`src/verilog/frc_pkg.sv`:
```
// constants, types and register map of the fault response configuration
package frc_pkg;

    // =========================================================
    // register map
    localparam logic [15:0] FRC_ADDR_OCP = 16'hFE00;
    localparam logic [15:0] FRC_ADDR_OVP = 16'hFE01;
    localparam logic [15:0] FRC_ADDR_OLP = 16'hFE02;
    localparam logic [15:0] FRC_ADDR_VDD = 16'hFE03;

    localparam logic [7:0] FRC_RST_OCP = 8'h00;
    localparam logic [7:0] FRC_RST_OVP = 8'h00;
    localparam logic [7:0] FRC_RST_OLP = 8'h00;
    localparam logic [7:0] FRC_RST_VDD = 8'h00;

    // writable bits; everything else is reserved and reads zero
    localparam logic [7:0] FRC_WMASK_OCP = 8'hF0;
    localparam logic [7:0] FRC_WMASK_OVP = 8'hC0;
    localparam logic [7:0] FRC_WMASK_OLP = 8'hC0;
    localparam logic [7:0] FRC_WMASK_VDD = 8'h7F;

    // =========================================================
    // field positions
    localparam int FRC_ACT_LSB = 6;
    localparam int FRC_NCYC_LSB = 4;
    localparam int FRC_SAVE_BIT = 6;
    localparam int FRC_RETRY_LSB = 3;
    localparam int FRC_RELOAD_BIT = 2;
    localparam int FRC_DEB_BIT = 1;
    localparam int FRC_IGN_BIT = 0;

    // =========================================================
    // timing
    localparam int FRC_CLK_MHZ = 250;
    localparam int FRC_RETRY_STEP_MS = 588;
    localparam int FRC_RETRY_STEP_CYC = FRC_RETRY_STEP_MS * FRC_CLK_MHZ * 1000;
    localparam int FRC_DEB_SHORT_NS = 2560;
    localparam int FRC_DEB_SHORT_CYC =
        (FRC_DEB_SHORT_NS * FRC_CLK_MHZ + 999) / 1000;
    localparam int FRC_DEB_LONG_US = 660;
    localparam int FRC_DEB_LONG_CYC = FRC_DEB_LONG_US * FRC_CLK_MHZ;

    // =========================================================
    // types
    typedef enum logic [2:0] {
        FRC_RUN      = 3'h0,
        FRC_COUNT    = 3'h1,
        FRC_RETRY    = 3'h3,
        FRC_SSTART   = 3'h2,
        FRC_WAIT_PON = 3'h6,
        FRC_LATCHED  = 3'h7
    } frc_state_t;

    typedef enum logic [1:0] {
        FRC_ACT_IGNORE  = 2'h0,
        FRC_ACT_RESTART = 2'h1,
        FRC_ACT_WAITPON = 2'h2,
        FRC_ACT_LATCH   = 2'h3
    } frc_action_t;

    typedef enum logic [2:0] {
        FRC_ID_NONE = 3'h0,
        FRC_ID_OCP  = 3'h1,
        FRC_ID_OVP  = 3'h2,
        FRC_ID_OLP  = 3'h3,
        FRC_ID_VDD  = 3'h4
    } frc_flag_id_t;

    typedef struct packed {
        logic wr;
        logic rd;
        logic [15:0] addr;
        logic [7:0] wdata;
    } frc_reg_req_t;

    typedef struct packed {
        logic ocp;
        logic ovp;
        logic olp;
        logic vdd_ov;
    } frc_fault_in_t;

endpackage

```
`src/verilog/frc_fault_response.sv`:
```
// fault response registers and shutdown / restart sequencer
`timescale 1ns/1ps
`default_nettype none

// Overview of operation
// RULE_01 - overcurrent action 00: no shutdown, but every event cuts the PWM pulse
// RULE_02 - action 01: after allowed cycles shut down, then soft start
// RULE_03 - action 10: cut pulses for allowed cycles, shut down, await power-on request
// RULE_04 - action 11: after allowed cycles disable PWM until fault flag cleared
// RULE_05 - cycle-count field 00/01/10/11 allows 1/2/4/8 switching cycles
// RULE_06 - fast overvoltage field: ignore, restart, wait power-on, or latch off
// RULE_07 - open-loop field uses the same four actions
// RULE_08 - supply bit 6 saves first fault identifier to EEPROM on shutdown
// RULE_09 - supply field [5:3] sets retry wait, 588 ms per step
// RULE_10 - supply bit 2 requests EEPROM configuration reload on fault response
// RULE_11 - supply bit 0 makes the 3.3 V overvoltage fault ignored
// RULE_12 - supply bit 1 picks 2.56 us or 660 us fault debounce
// RULE_13 - reserved bits read zero and ignore writes
module frc_fault_response
    import frc_pkg::*;
#(
    parameter int RETRY_STEP_CYC = FRC_RETRY_STEP_CYC,
    parameter int DEB_LONG_CYC = FRC_DEB_LONG_CYC
) (
    input wire logic clk_sys,
    input wire logic sys_rst,
    input wire frc_reg_req_t reg_req,
    output logic [7:0] reg_rdata_q,
    output logic reg_rvalid_q,
    input wire frc_fault_in_t faults,
    input wire logic sw_cycle,
    input wire logic power_on_request,
    input wire logic flag_clear,
    input wire logic soft_start_done,
    output logic pwm_enable_q,
    output logic pwm_terminate_q,
    output logic soft_start_req_q,
    output logic eeprom_save_q,
    output logic eeprom_reload_q,
    output frc_flag_id_t first_flag_id_q
);

    logic [7:0] ocp_reg_q;
    logic [7:0] ovp_reg_q;
    logic [7:0] olp_reg_q;
    logic [7:0] vdd_reg_q;
    frc_state_t state_q;
    frc_state_t state_d;
    logic [3:0] ncnt_q;
    logic [31:0] retry_cnt_q;
    logic vdd_filt;
    logic vdd_filt_q;
    logic vdd_rise;
    logic running;
    logic ocp_due;
    logic evt;
    frc_action_t act;
    frc_flag_id_t evt_id;
    frc_action_t ocp_act;
    frc_action_t ovp_act;
    frc_action_t olp_act;
    logic [3:0] ncyc;
    logic [2:0] retry_field;

    assign ocp_act = frc_action_t'(ocp_reg_q[FRC_ACT_LSB +: 2]);
    assign ovp_act = frc_action_t'(ovp_reg_q[FRC_ACT_LSB +: 2]);
    assign olp_act = frc_action_t'(olp_reg_q[FRC_ACT_LSB +: 2]);
    assign ncyc = 4'h1 << ocp_reg_q[FRC_NCYC_LSB +: 2]; // RULE_05
    assign retry_field = vdd_reg_q[FRC_RETRY_LSB +: 3];

    // =========================================================
    // register access
    always_ff @(posedge clk_sys or posedge sys_rst) begin
        if (sys_rst) begin
            ocp_reg_q <= FRC_RST_OCP;
            ovp_reg_q <= FRC_RST_OVP;
            olp_reg_q <= FRC_RST_OLP;
            vdd_reg_q <= FRC_RST_VDD;
        end else if (reg_req.wr) begin
            case (reg_req.addr)
                FRC_ADDR_OCP: ocp_reg_q <= reg_req.wdata & FRC_WMASK_OCP; // RULE_13
                FRC_ADDR_OVP: ovp_reg_q <= reg_req.wdata & FRC_WMASK_OVP; // RULE_13
                FRC_ADDR_OLP: olp_reg_q <= reg_req.wdata & FRC_WMASK_OLP; // RULE_13
                FRC_ADDR_VDD: vdd_reg_q <= reg_req.wdata & FRC_WMASK_VDD; // RULE_13
                default: ;
            endcase
        end
    end

    // unmapped reads answer zero
    always_ff @(posedge clk_sys or posedge sys_rst) begin
        if (sys_rst) begin
            reg_rdata_q <= 8'h00;
            reg_rvalid_q <= 1'b0;
        end else begin
            reg_rvalid_q <= reg_req.rd;
            case (reg_req.addr)
                FRC_ADDR_OCP: reg_rdata_q <= ocp_reg_q;
                FRC_ADDR_OVP: reg_rdata_q <= ovp_reg_q;
                FRC_ADDR_OLP: reg_rdata_q <= olp_reg_q;
                FRC_ADDR_VDD: reg_rdata_q <= vdd_reg_q;
                default: reg_rdata_q <= 8'h00;
            endcase
        end
    end

    // =========================================================
    // supply overvoltage detection
    frc_debounce #(
        .SHORT_CYC(FRC_DEB_SHORT_CYC),
        .LONG_CYC(DEB_LONG_CYC)
    ) u_deb (
        .clk_sys(clk_sys),
        .sys_rst(sys_rst),
        .raw(faults.vdd_ov),
        .short_sel(vdd_reg_q[FRC_DEB_BIT]), // RULE_12
        .filt_q(vdd_filt)
    );

    always_ff @(posedge clk_sys or posedge sys_rst) begin
        if (sys_rst) begin
            vdd_filt_q <= 1'b0;
        end else begin
            vdd_filt_q <= vdd_filt;
        end
    end
    assign vdd_rise = vdd_filt && !vdd_filt_q;

    // =========================================================
    // fault arbitration: fast overvoltage first, overcurrent last
    assign running = (state_q == FRC_RUN) || (state_q == FRC_COUNT) ||
                     (state_q == FRC_SSTART);
    assign ocp_due = (state_q == FRC_COUNT) && sw_cycle && (ncnt_q == 4'h1);

    always_comb begin
        evt = 1'b0;
        act = FRC_ACT_IGNORE;
        evt_id = FRC_ID_NONE;
        if (running) begin
            if (faults.ovp && ovp_act != FRC_ACT_IGNORE) begin // RULE_06
                evt = 1'b1;
                act = ovp_act;
                evt_id = FRC_ID_OVP;
            end else if (faults.olp && olp_act != FRC_ACT_IGNORE) begin // RULE_07
                evt = 1'b1;
                act = olp_act;
                evt_id = FRC_ID_OLP;
            end else if (vdd_rise && !vdd_reg_q[FRC_IGN_BIT]) begin // RULE_11
                evt = 1'b1;
                act = FRC_ACT_RESTART;
                evt_id = FRC_ID_VDD;
            end else if (ocp_due) begin // RULE_02
                evt = 1'b1;
                act = ocp_act;
                evt_id = FRC_ID_OCP;
            end
        end
    end

    // =========================================================
    // sequencer
    always_comb begin
        state_d = state_q;
        case (state_q)
            FRC_RUN, FRC_COUNT, FRC_SSTART: begin
                if (evt) begin
                    case (act)
                        // retry wait lasts at least one cycle, so even a zero
                        // wait drops the PWM before the soft start
                        FRC_ACT_RESTART: state_d = FRC_RETRY; // RULE_02
                        FRC_ACT_WAITPON: state_d = FRC_WAIT_PON; // RULE_03
                        FRC_ACT_LATCH: state_d = FRC_LATCHED; // RULE_04
                        default: state_d = state_q;
                    endcase
                end else if (state_q == FRC_RUN && faults.ocp &&
                             ocp_act != FRC_ACT_IGNORE) begin
                    state_d = FRC_COUNT; // RULE_01
                end else if (state_q == FRC_SSTART && soft_start_done) begin
                    state_d = FRC_RUN;
                end
            end
            FRC_RETRY: begin
                if (retry_cnt_q <= 32'h1) begin
                    state_d = FRC_SSTART; // RULE_09
                end
            end
            FRC_WAIT_PON: begin
                if (power_on_request) begin
                    state_d = FRC_SSTART; // RULE_03
                end
            end
            FRC_LATCHED: begin
                if (flag_clear) begin
                    state_d = FRC_RUN; // RULE_04
                end
            end
            default: state_d = FRC_RUN;
        endcase
    end

    always_ff @(posedge clk_sys or posedge sys_rst) begin
        if (sys_rst) begin
            state_q <= FRC_RUN;
        end else begin
            state_q <= state_d;
        end
    end

    // allowed switching cycles after an overcurrent detection
    always_ff @(posedge clk_sys or posedge sys_rst) begin
        if (sys_rst) begin
            ncnt_q <= 4'h0;
        end else if (state_q == FRC_RUN && state_d == FRC_COUNT) begin
            ncnt_q <= ncyc; // RULE_05
        end else if (state_q == FRC_COUNT && sw_cycle && ncnt_q != 4'h0) begin
            ncnt_q <= ncnt_q - 4'h1;
        end
    end

    // retry wait; the product stays below 2^31 for a 3-bit field
    always_ff @(posedge clk_sys or posedge sys_rst) begin
        if (sys_rst) begin
            retry_cnt_q <= 32'h0;
        end else if (state_q != FRC_RETRY && state_d == FRC_RETRY) begin
            retry_cnt_q <= 32'(retry_field) * 32'(RETRY_STEP_CYC); // RULE_09
        end else if (state_q == FRC_RETRY && retry_cnt_q != 32'h0) begin
            retry_cnt_q <= retry_cnt_q - 32'h1;
        end
    end

    // =========================================================
    // outputs
    always_ff @(posedge clk_sys or posedge sys_rst) begin
        if (sys_rst) begin
            pwm_terminate_q <= 1'b0;
            pwm_enable_q <= 1'b0;
            soft_start_req_q <= 1'b0;
        end else begin
            // pulse cut happens in every mode, ignore included
            pwm_terminate_q <= faults.ocp; // RULE_01
            pwm_enable_q <= (state_d == FRC_RUN) || (state_d == FRC_COUNT) ||
                            (state_d == FRC_SSTART);
            soft_start_req_q <= (state_d == FRC_SSTART);
        end
    end

    always_ff @(posedge clk_sys or posedge sys_rst) begin
        if (sys_rst) begin
            eeprom_save_q <= 1'b0;
            eeprom_reload_q <= 1'b0;
        end else begin
            eeprom_save_q <= evt && vdd_reg_q[FRC_SAVE_BIT]; // RULE_08
            eeprom_reload_q <= evt && vdd_reg_q[FRC_RELOAD_BIT]; // RULE_10
        end
    end

    // first flag holds until cleared; a fault in the clear cycle cancels the clear, so the held flag stays
    always_ff @(posedge clk_sys or posedge sys_rst) begin
        if (sys_rst) begin
            first_flag_id_q <= FRC_ID_NONE;
        end else if (evt && first_flag_id_q == FRC_ID_NONE) begin
            first_flag_id_q <= evt_id; // RULE_08
        end else if (flag_clear && !evt) begin
            first_flag_id_q <= FRC_ID_NONE;
        end
    end

    // =========================================================
    // checks
    property p_ocp_cut;
        @(posedge clk_sys) disable iff (sys_rst)
        faults.ocp |=> pwm_terminate_q;
    endproperty
    a_ocp_cut: assert property (p_ocp_cut) // RULE_01
        else $error("overcurrent pulse not cut");

    property p_ocp_ignore;
        @(posedge clk_sys) disable iff (sys_rst)
        state_q == FRC_RUN && ocp_act == FRC_ACT_IGNORE && !evt
            |=> state_q == FRC_RUN && pwm_enable_q;
    endproperty
    a_ocp_ignore: assert property (p_ocp_ignore) // RULE_01
        else $error("ignored overcurrent left run state");

    property p_restart;
        @(posedge clk_sys) disable iff (sys_rst)
        evt && act == FRC_ACT_RESTART
            |=> state_q == FRC_RETRY && !pwm_enable_q;
    endproperty
    a_restart: assert property (p_restart) // RULE_02
        else $error("restart action did not enter retry wait");

    property p_waitpon;
        @(posedge clk_sys) disable iff (sys_rst)
        state_q == FRC_WAIT_PON && !power_on_request
            |=> state_q == FRC_WAIT_PON && !pwm_enable_q;
    endproperty
    a_waitpon: assert property (p_waitpon) // RULE_03
        else $error("power-on wait left without request");

    property p_waitpon_enter;
        @(posedge clk_sys) disable iff (sys_rst)
        evt && act == FRC_ACT_WAITPON |=> state_q == FRC_WAIT_PON && !pwm_enable_q;
    endproperty
    a_waitpon_enter: assert property (p_waitpon_enter) // RULE_03
        else $error("power-on wait not entered");

    property p_latched;
        @(posedge clk_sys) disable iff (sys_rst)
        state_q == FRC_LATCHED && !flag_clear
            |=> state_q == FRC_LATCHED && !pwm_enable_q;
    endproperty
    a_latched: assert property (p_latched) // RULE_04
        else $error("latched fault released without clear");

    property p_ncyc;
        @(posedge clk_sys) disable iff (sys_rst)
        state_q == FRC_RUN && state_d == FRC_COUNT |=> ncnt_q == $past(ncyc);
    endproperty
    a_ncyc: assert property (p_ncyc) // RULE_05
        else $error("allowed cycle count wrong");

    property p_ovp;
        @(posedge clk_sys) disable iff (sys_rst)
        running && faults.ovp && ovp_act != FRC_ACT_IGNORE |=> !pwm_enable_q
            || state_q == FRC_SSTART;
    endproperty
    a_ovp: assert property (p_ovp) // RULE_06
        else $error("fast overvoltage not acted upon");

    property p_save_reload;
        @(posedge clk_sys) disable iff (sys_rst)
        evt |=> eeprom_save_q == $past(vdd_reg_q[FRC_SAVE_BIT]) &&
                eeprom_reload_q == $past(vdd_reg_q[FRC_RELOAD_BIT]);
    endproperty
    a_save_reload: assert property (p_save_reload) // RULE_08
        else $error("eeprom request does not follow enables");

    property p_retry_end;
        @(posedge clk_sys) disable iff (sys_rst)
        state_q == FRC_RETRY && retry_cnt_q == 32'h1 |=> state_q == FRC_SSTART;
    endproperty
    a_retry_end: assert property (p_retry_end) // RULE_09
        else $error("retry wait overran");

    property p_reserved;
        @(posedge clk_sys) disable iff (sys_rst)
        reg_req.rd && reg_req.addr == FRC_ADDR_OCP |=> reg_rdata_q[3:0] == 4'h0;
    endproperty
    a_reserved: assert property (p_reserved) // RULE_13
        else $error("reserved bits read nonzero");

    c_retry: cover property (@(posedge clk_sys) state_q == FRC_RETRY);
    c_waitpon: cover property (@(posedge clk_sys) state_q == FRC_WAIT_PON);
    c_latched: cover property (@(posedge clk_sys) state_q == FRC_LATCHED);
    c_count: cover property (@(posedge clk_sys) ocp_due);

endmodule

`default_nettype wire

```
`src/verilog/frc_debounce.sv`:
```
// persistence filter for the supply overvoltage detector
`timescale 1ns/1ps
`default_nettype none

module frc_debounce
    import frc_pkg::*;
#(
    parameter int SHORT_CYC = FRC_DEB_SHORT_CYC,
    parameter int LONG_CYC = FRC_DEB_LONG_CYC
) (
    input wire logic clk_sys,
    input wire logic sys_rst,
    input wire logic raw,
    input wire logic short_sel,
    output logic filt_q
);

    // either window may be the longer one, so size for the larger limit
    localparam int MAX_CYC = (SHORT_CYC > LONG_CYC) ? SHORT_CYC : LONG_CYC;
    localparam int CW = $clog2(MAX_CYC + 1);

    logic [CW-1:0] cnt_q;
    logic [CW-1:0] lim;

    assign lim = short_sel ? CW'(SHORT_CYC) : CW'(LONG_CYC);

    // =========================================================
    // counter: any gap in the fault restarts the persistence window
    always_ff @(posedge clk_sys or posedge sys_rst) begin
        if (sys_rst) begin
            cnt_q <= '0;
        end else if (!raw) begin
            cnt_q <= '0;
        end else if (cnt_q < lim) begin
            cnt_q <= cnt_q + 1'b1;
        end
    end

    always_ff @(posedge clk_sys or posedge sys_rst) begin
        if (sys_rst) begin
            filt_q <= 1'b0;
        end else begin
            filt_q <= raw && (cnt_q >= lim - 1'b1); // RULE_12
        end
    end

    // =========================================================
    // checks
    property p_deb_persist;
        @(posedge clk_sys) disable iff (sys_rst)
        $rose(filt_q) |-> $past(raw) && ($past(cnt_q) >= $past(lim) - 1'b1);
    endproperty
    a_deb_persist: assert property (p_deb_persist) // RULE_12
        else $error("fault recognised before debounce time");

endmodule

`default_nettype wire

```
`config.mk`:
```
export PLATFORM = sky130hd
export DESIGN_NAME = frc_fault_response
export DESIGN_NICKNAME = d
export VERILOG_FILES = /design/src/verilog/frc_pkg.sv /design/src/verilog/frc_fault_response.sv /design/src/verilog/frc_debounce.sv
export SDC_FILE = /design/constraint.sdc
export NUM_CORES = 1
export LEC_CHECK = 0
export ABC_CLOCK_PERIOD_IN_PS = 5600
export BUFFER_PORTS_ARGS = -buffer_cell sky130_fd_sc_hd__buf_2
export CORE_MARGIN = 2
export CORE_UTILIZATION = 35
export DETAILED_ROUTE_END_ITERATION = 7
export PLACE_DENSITY_LB_ADDON = 0.1
export SYNTH_ARGS = -nofsm -noshare
export SYNTH_HDL_FRONTEND = slang
export SYNTH_HIERARCHICAL = 1
export SYNTH_SLANG_ARGS = --single-unit
```
`constraint.sdc`:
```
create_clock -name clk_sys -period 5.6 [get_ports clk_sys]
set_clock_uncertainty 0.2 [all_clocks]
set_input_delay 0.84 -clock clk_sys [delete_from_list [all_inputs] [get_ports clk_sys]]
set_output_delay 0.84 -clock clk_sys [all_outputs]
set_load 0.05 [all_outputs]
```
==> summary.md <==
| Metric | Value |
|---|---|
| Status | `finished clean` |
| Hold Path Depth | `0` |
| R2R depth | `7` |
| Core area | `0.0146 sq mm` |
| Sink Count | `91` |
| Initial DRT Pass Iterations | `4` |
| Simple-gate portion of the synthesized area | `20.8%` |
| Total gr overflow | `0` |
| Clock transition at path regs | `70 ps` |
| RSZ-0062 raised after global routing | `no` |
| Setup TNS | `0 ps` |
| Compound-Gate Fraction of Synth Area | `13.1%` |
| DP HPWL | `9060 um` |
| Commonest non-fill, non-tap cell in the layout | `dfrtp_1` |
| PwrDens | `381 mW/mm^2` |
| Resize count post-CTS | `0` |
| Max_cap viols | `0` |
| Layout Nets | `628` |
| HP Class | `reg2reg` |
| Xor and xnor area share after synthesis | `5.50%` |
| Yosys cell types | `65` |
| Combinational family with the most area after synthesis | `simple AND/OR/NAND/NOR gates` |
| Final std cells w/o fill | `755` |
| EDFF count, synth | `0` |
| Leakage power | `2.83 nW` |
| Relative slew slack | `36.5%` |
| Drt total wl | `12,500 um` |
| # setup viols final | `0` |
| Final Power | `2.26 mW` |
| Sequential area share after synthesis | `43.3%` |
| H-tree depth | `3` |
| CP startpoint kind | `flop` |
| Post-DRT Antenna Nets | `0` |
| # rows | `44` |
| Largest net degree at the start of global routing | `43` |
| Final min period | `3640 ps` |
| Synthesized area | `0.00526 sq mm` |
| Top post-synthesis cells by area | `dfrtp_1 (43%), mux2_2 (5.6%), ha_1 (5.5%), nor2_1 (3.0%), xnor2_1 (3.0%)` |
| Ports | `53` |
| IO Port Bufs | `52` |
| Worst setup EP type | `flop` |
| Pre-CTS setup slack | `1980 ps` |
| Period Utilization, post-route | `65.0%` |
| Peak VDD IR | `173 uV` |
| Clock Latency Late Sink | `350 ps` |
| Setup ws final | `1960 ps` |
| Post-Syn Instances | `521` |
| Synth Flop Type | `dfrtp_1` |
| DP Cell Count | `741` |
| Overall routing resource usage | `16.5%` |
| Routed len/inst | `16.5 um` |
| TritonCTS clock tree | `done` |
| Synth warn | `6` |
| DR vias | `4,102` |
| Fmax | `275 MHz` |
| Synth top area share | `43.3%` |
| Crit path max fanout | `17` |
| Post-Synth Adder-Cell Area | `5.86%` |
| Initial DRC count | `159` |
| Syn_nets | `581` |
| Fill count | `1,465` |
| Die Wd | `127 um` |
| Placed inst area | `0.00566 sq mm` |
| Pint | `1.40 mW` |
| NetSw | `0.859 mW` |
| Maximum root-to-sink buffer count | `2` |
| CP Class | `reg2reg` |
| Root buffer cell | `clkbuf_16` |
| Starting density of the core | `36.0%` |
| Die area | `0.0160 sq mm` |
| Seq cells post-synth | `91` |
| Final instance area | `0.00593 sq mm` |
| Arrival time worst endpoint | `3670 ps` |
| First-pass GRT wire length | `21,300 um` |
| Placer Congestion | `0.856` |
| Vias in the first global route | `4,204` |
| Post-synth ARST share | `100%` |
| Sw frac | `38.0%` |
| Req. time, crit path | `5630 ps` |
| Die Y | `127 um` |
| DR vias/cell | `5.43` |
| Combinational power share | `36.1%` |
| Worst-Margin Slew | `938 ps` |
| Synth-to-layout area growth | `12.9%` |
| Cts hold-fix bufs | `0` |
| Post-CTS Setup Repair Bufs | `0` |
| Syn avg cell area | `10.1 sq um` |
| Fin. Hold Viols | `0` |
| Synth area leader | `dfrtp_1` |
| Initial antenna violation count | `0` |
| # diodes | `0` |
| Share of cells above drive strength 1 | `20.7%` |
| Clock Power Share | `25.3%` |
| # DRC | `0` |
| Sequential fraction of design power | `38.6%` |
| Clock buffers created by TritonCTS | `9` |
| Commonest non-fill, non-tap cells in the layout | `dfrtp_1 (91), buf_2 (52), nor2_1 (42), nand2_1 (33), a21oi_1 (31)` |
| Slew Viols, Final | `0` |
| Multiplexer share of the synthesized area | `7.90%` |
layout make-up:
type                    instances  area, sq um  area share [%]
clock buffers                  12          256            4.32
clock inverters                 2         12.5           0.211
inverters                      21         78.8            1.33
multi-input cells             390         2800            47.1
flip-flops and latches         91         2280            38.4
well taps                     184          230            3.88
repair buffers                 55          283            4.77
metal layers:
metal | global-route usage [%] | share of wire, % | up-vias
met2 | 26.3 | 45 | 74
met1 | 22.4 | 49 | 2015
met4 | 6.59 | 2.2 | 0
met5 | 0 | 0 | -
met3 | 2.87 | 3.7 | 16
li1 | - | - | 1997
cell families (layout without fill, tap and decap cells):
group | count (synthesis) | after routing
compound gates | 101 | 101
fa+ha+maj | 24 | 24
simple gates | 195 | 195
flops | 91 | 91
xor+xnor | 33 | 33
mux | 37 | 37
buf+inv | 40 | 90
per-stage QoR:
| step | utilization, % | hold slack [ps] |
|---|---|---|
| after global routing | 40.7 | 184 |
| after detailed placement | 38.8 | 164 |
| after global placement | 38.8 | 159 |
| final | 40.7 | 176 |
| after floorplan | - | 147 |
| after CTS | 40.7 | 178 |
cell usage after synthesis, drive strengths merged (3+ instances only):
cell type  number
or4            16
and3            4
a211oi          7
o211ai          3
mux2i          10
dfrtp          91
nor3           16
ha             23
xnor2          18
nor2b           3
a31oi           5
nand3          18
buf             7
inv            21
nand2b          5
mux2           26
and2            9
o31ai           8
clkbuf         12
nand4           9
a21oi          31
nor4            8
nand2          34
nand4b          6
a221o           3
nor2           42
or3            11
o21a            5
and4            4
xor2           15
o21ai          19
worst paths after layout:
check | start | to | slack, ps
worst min-delay path | u_deb/filt_q | vdd_filt_q | 180
worst max-delay path | retry_cnt_q[2] | retry_cnt_q[24] | 1960
min in group asynchronous | sys_rst | u_deb/cnt_q[15] | 420
worst max register to register | retry_cnt_q[2] | retry_cnt_q[24] | 1960
worst min register to register | u_deb/filt_q | vdd_filt_q | 180
max in group asynchronous | sys_rst | retry_cnt_q[31] | 3730
power groups by stage:
stage	logic, mW	registers [mW]	clock network, mW
5_1_grt	0.910	0.886	0.620
4_1_cts	0.824	0.870	0.589
2_1_floorplan	0.669	0.859	0
3_5_place_dp	0.820	0.881	0
6_report	0.815	0.872	0.572
3_3_place_gp	0.798	0.878	0
registers in the layout, indices dropped and copies added, names as in the netlist, 2 cells and up:
name and cells:
ncnt_q 4, olp_reg_q 2, state_q 3, reg_rdata_q 8
vdd_reg_q 7, ocp_reg_q 4, u_deb/cnt_q 18, ovp_reg_q 2
first_flag_id_q 3, retry_cnt_q 32
critical path, stage by stage (launching register included):
cell and delay [ps]:
dfrtp_1 420, or4_4 580, or3_1 510, nor3_4 320, a31oi_1 150, or3_1 530
nand2_2 420, mux2_2 390
Note: power is estimated with default switching activity, not from simulation.
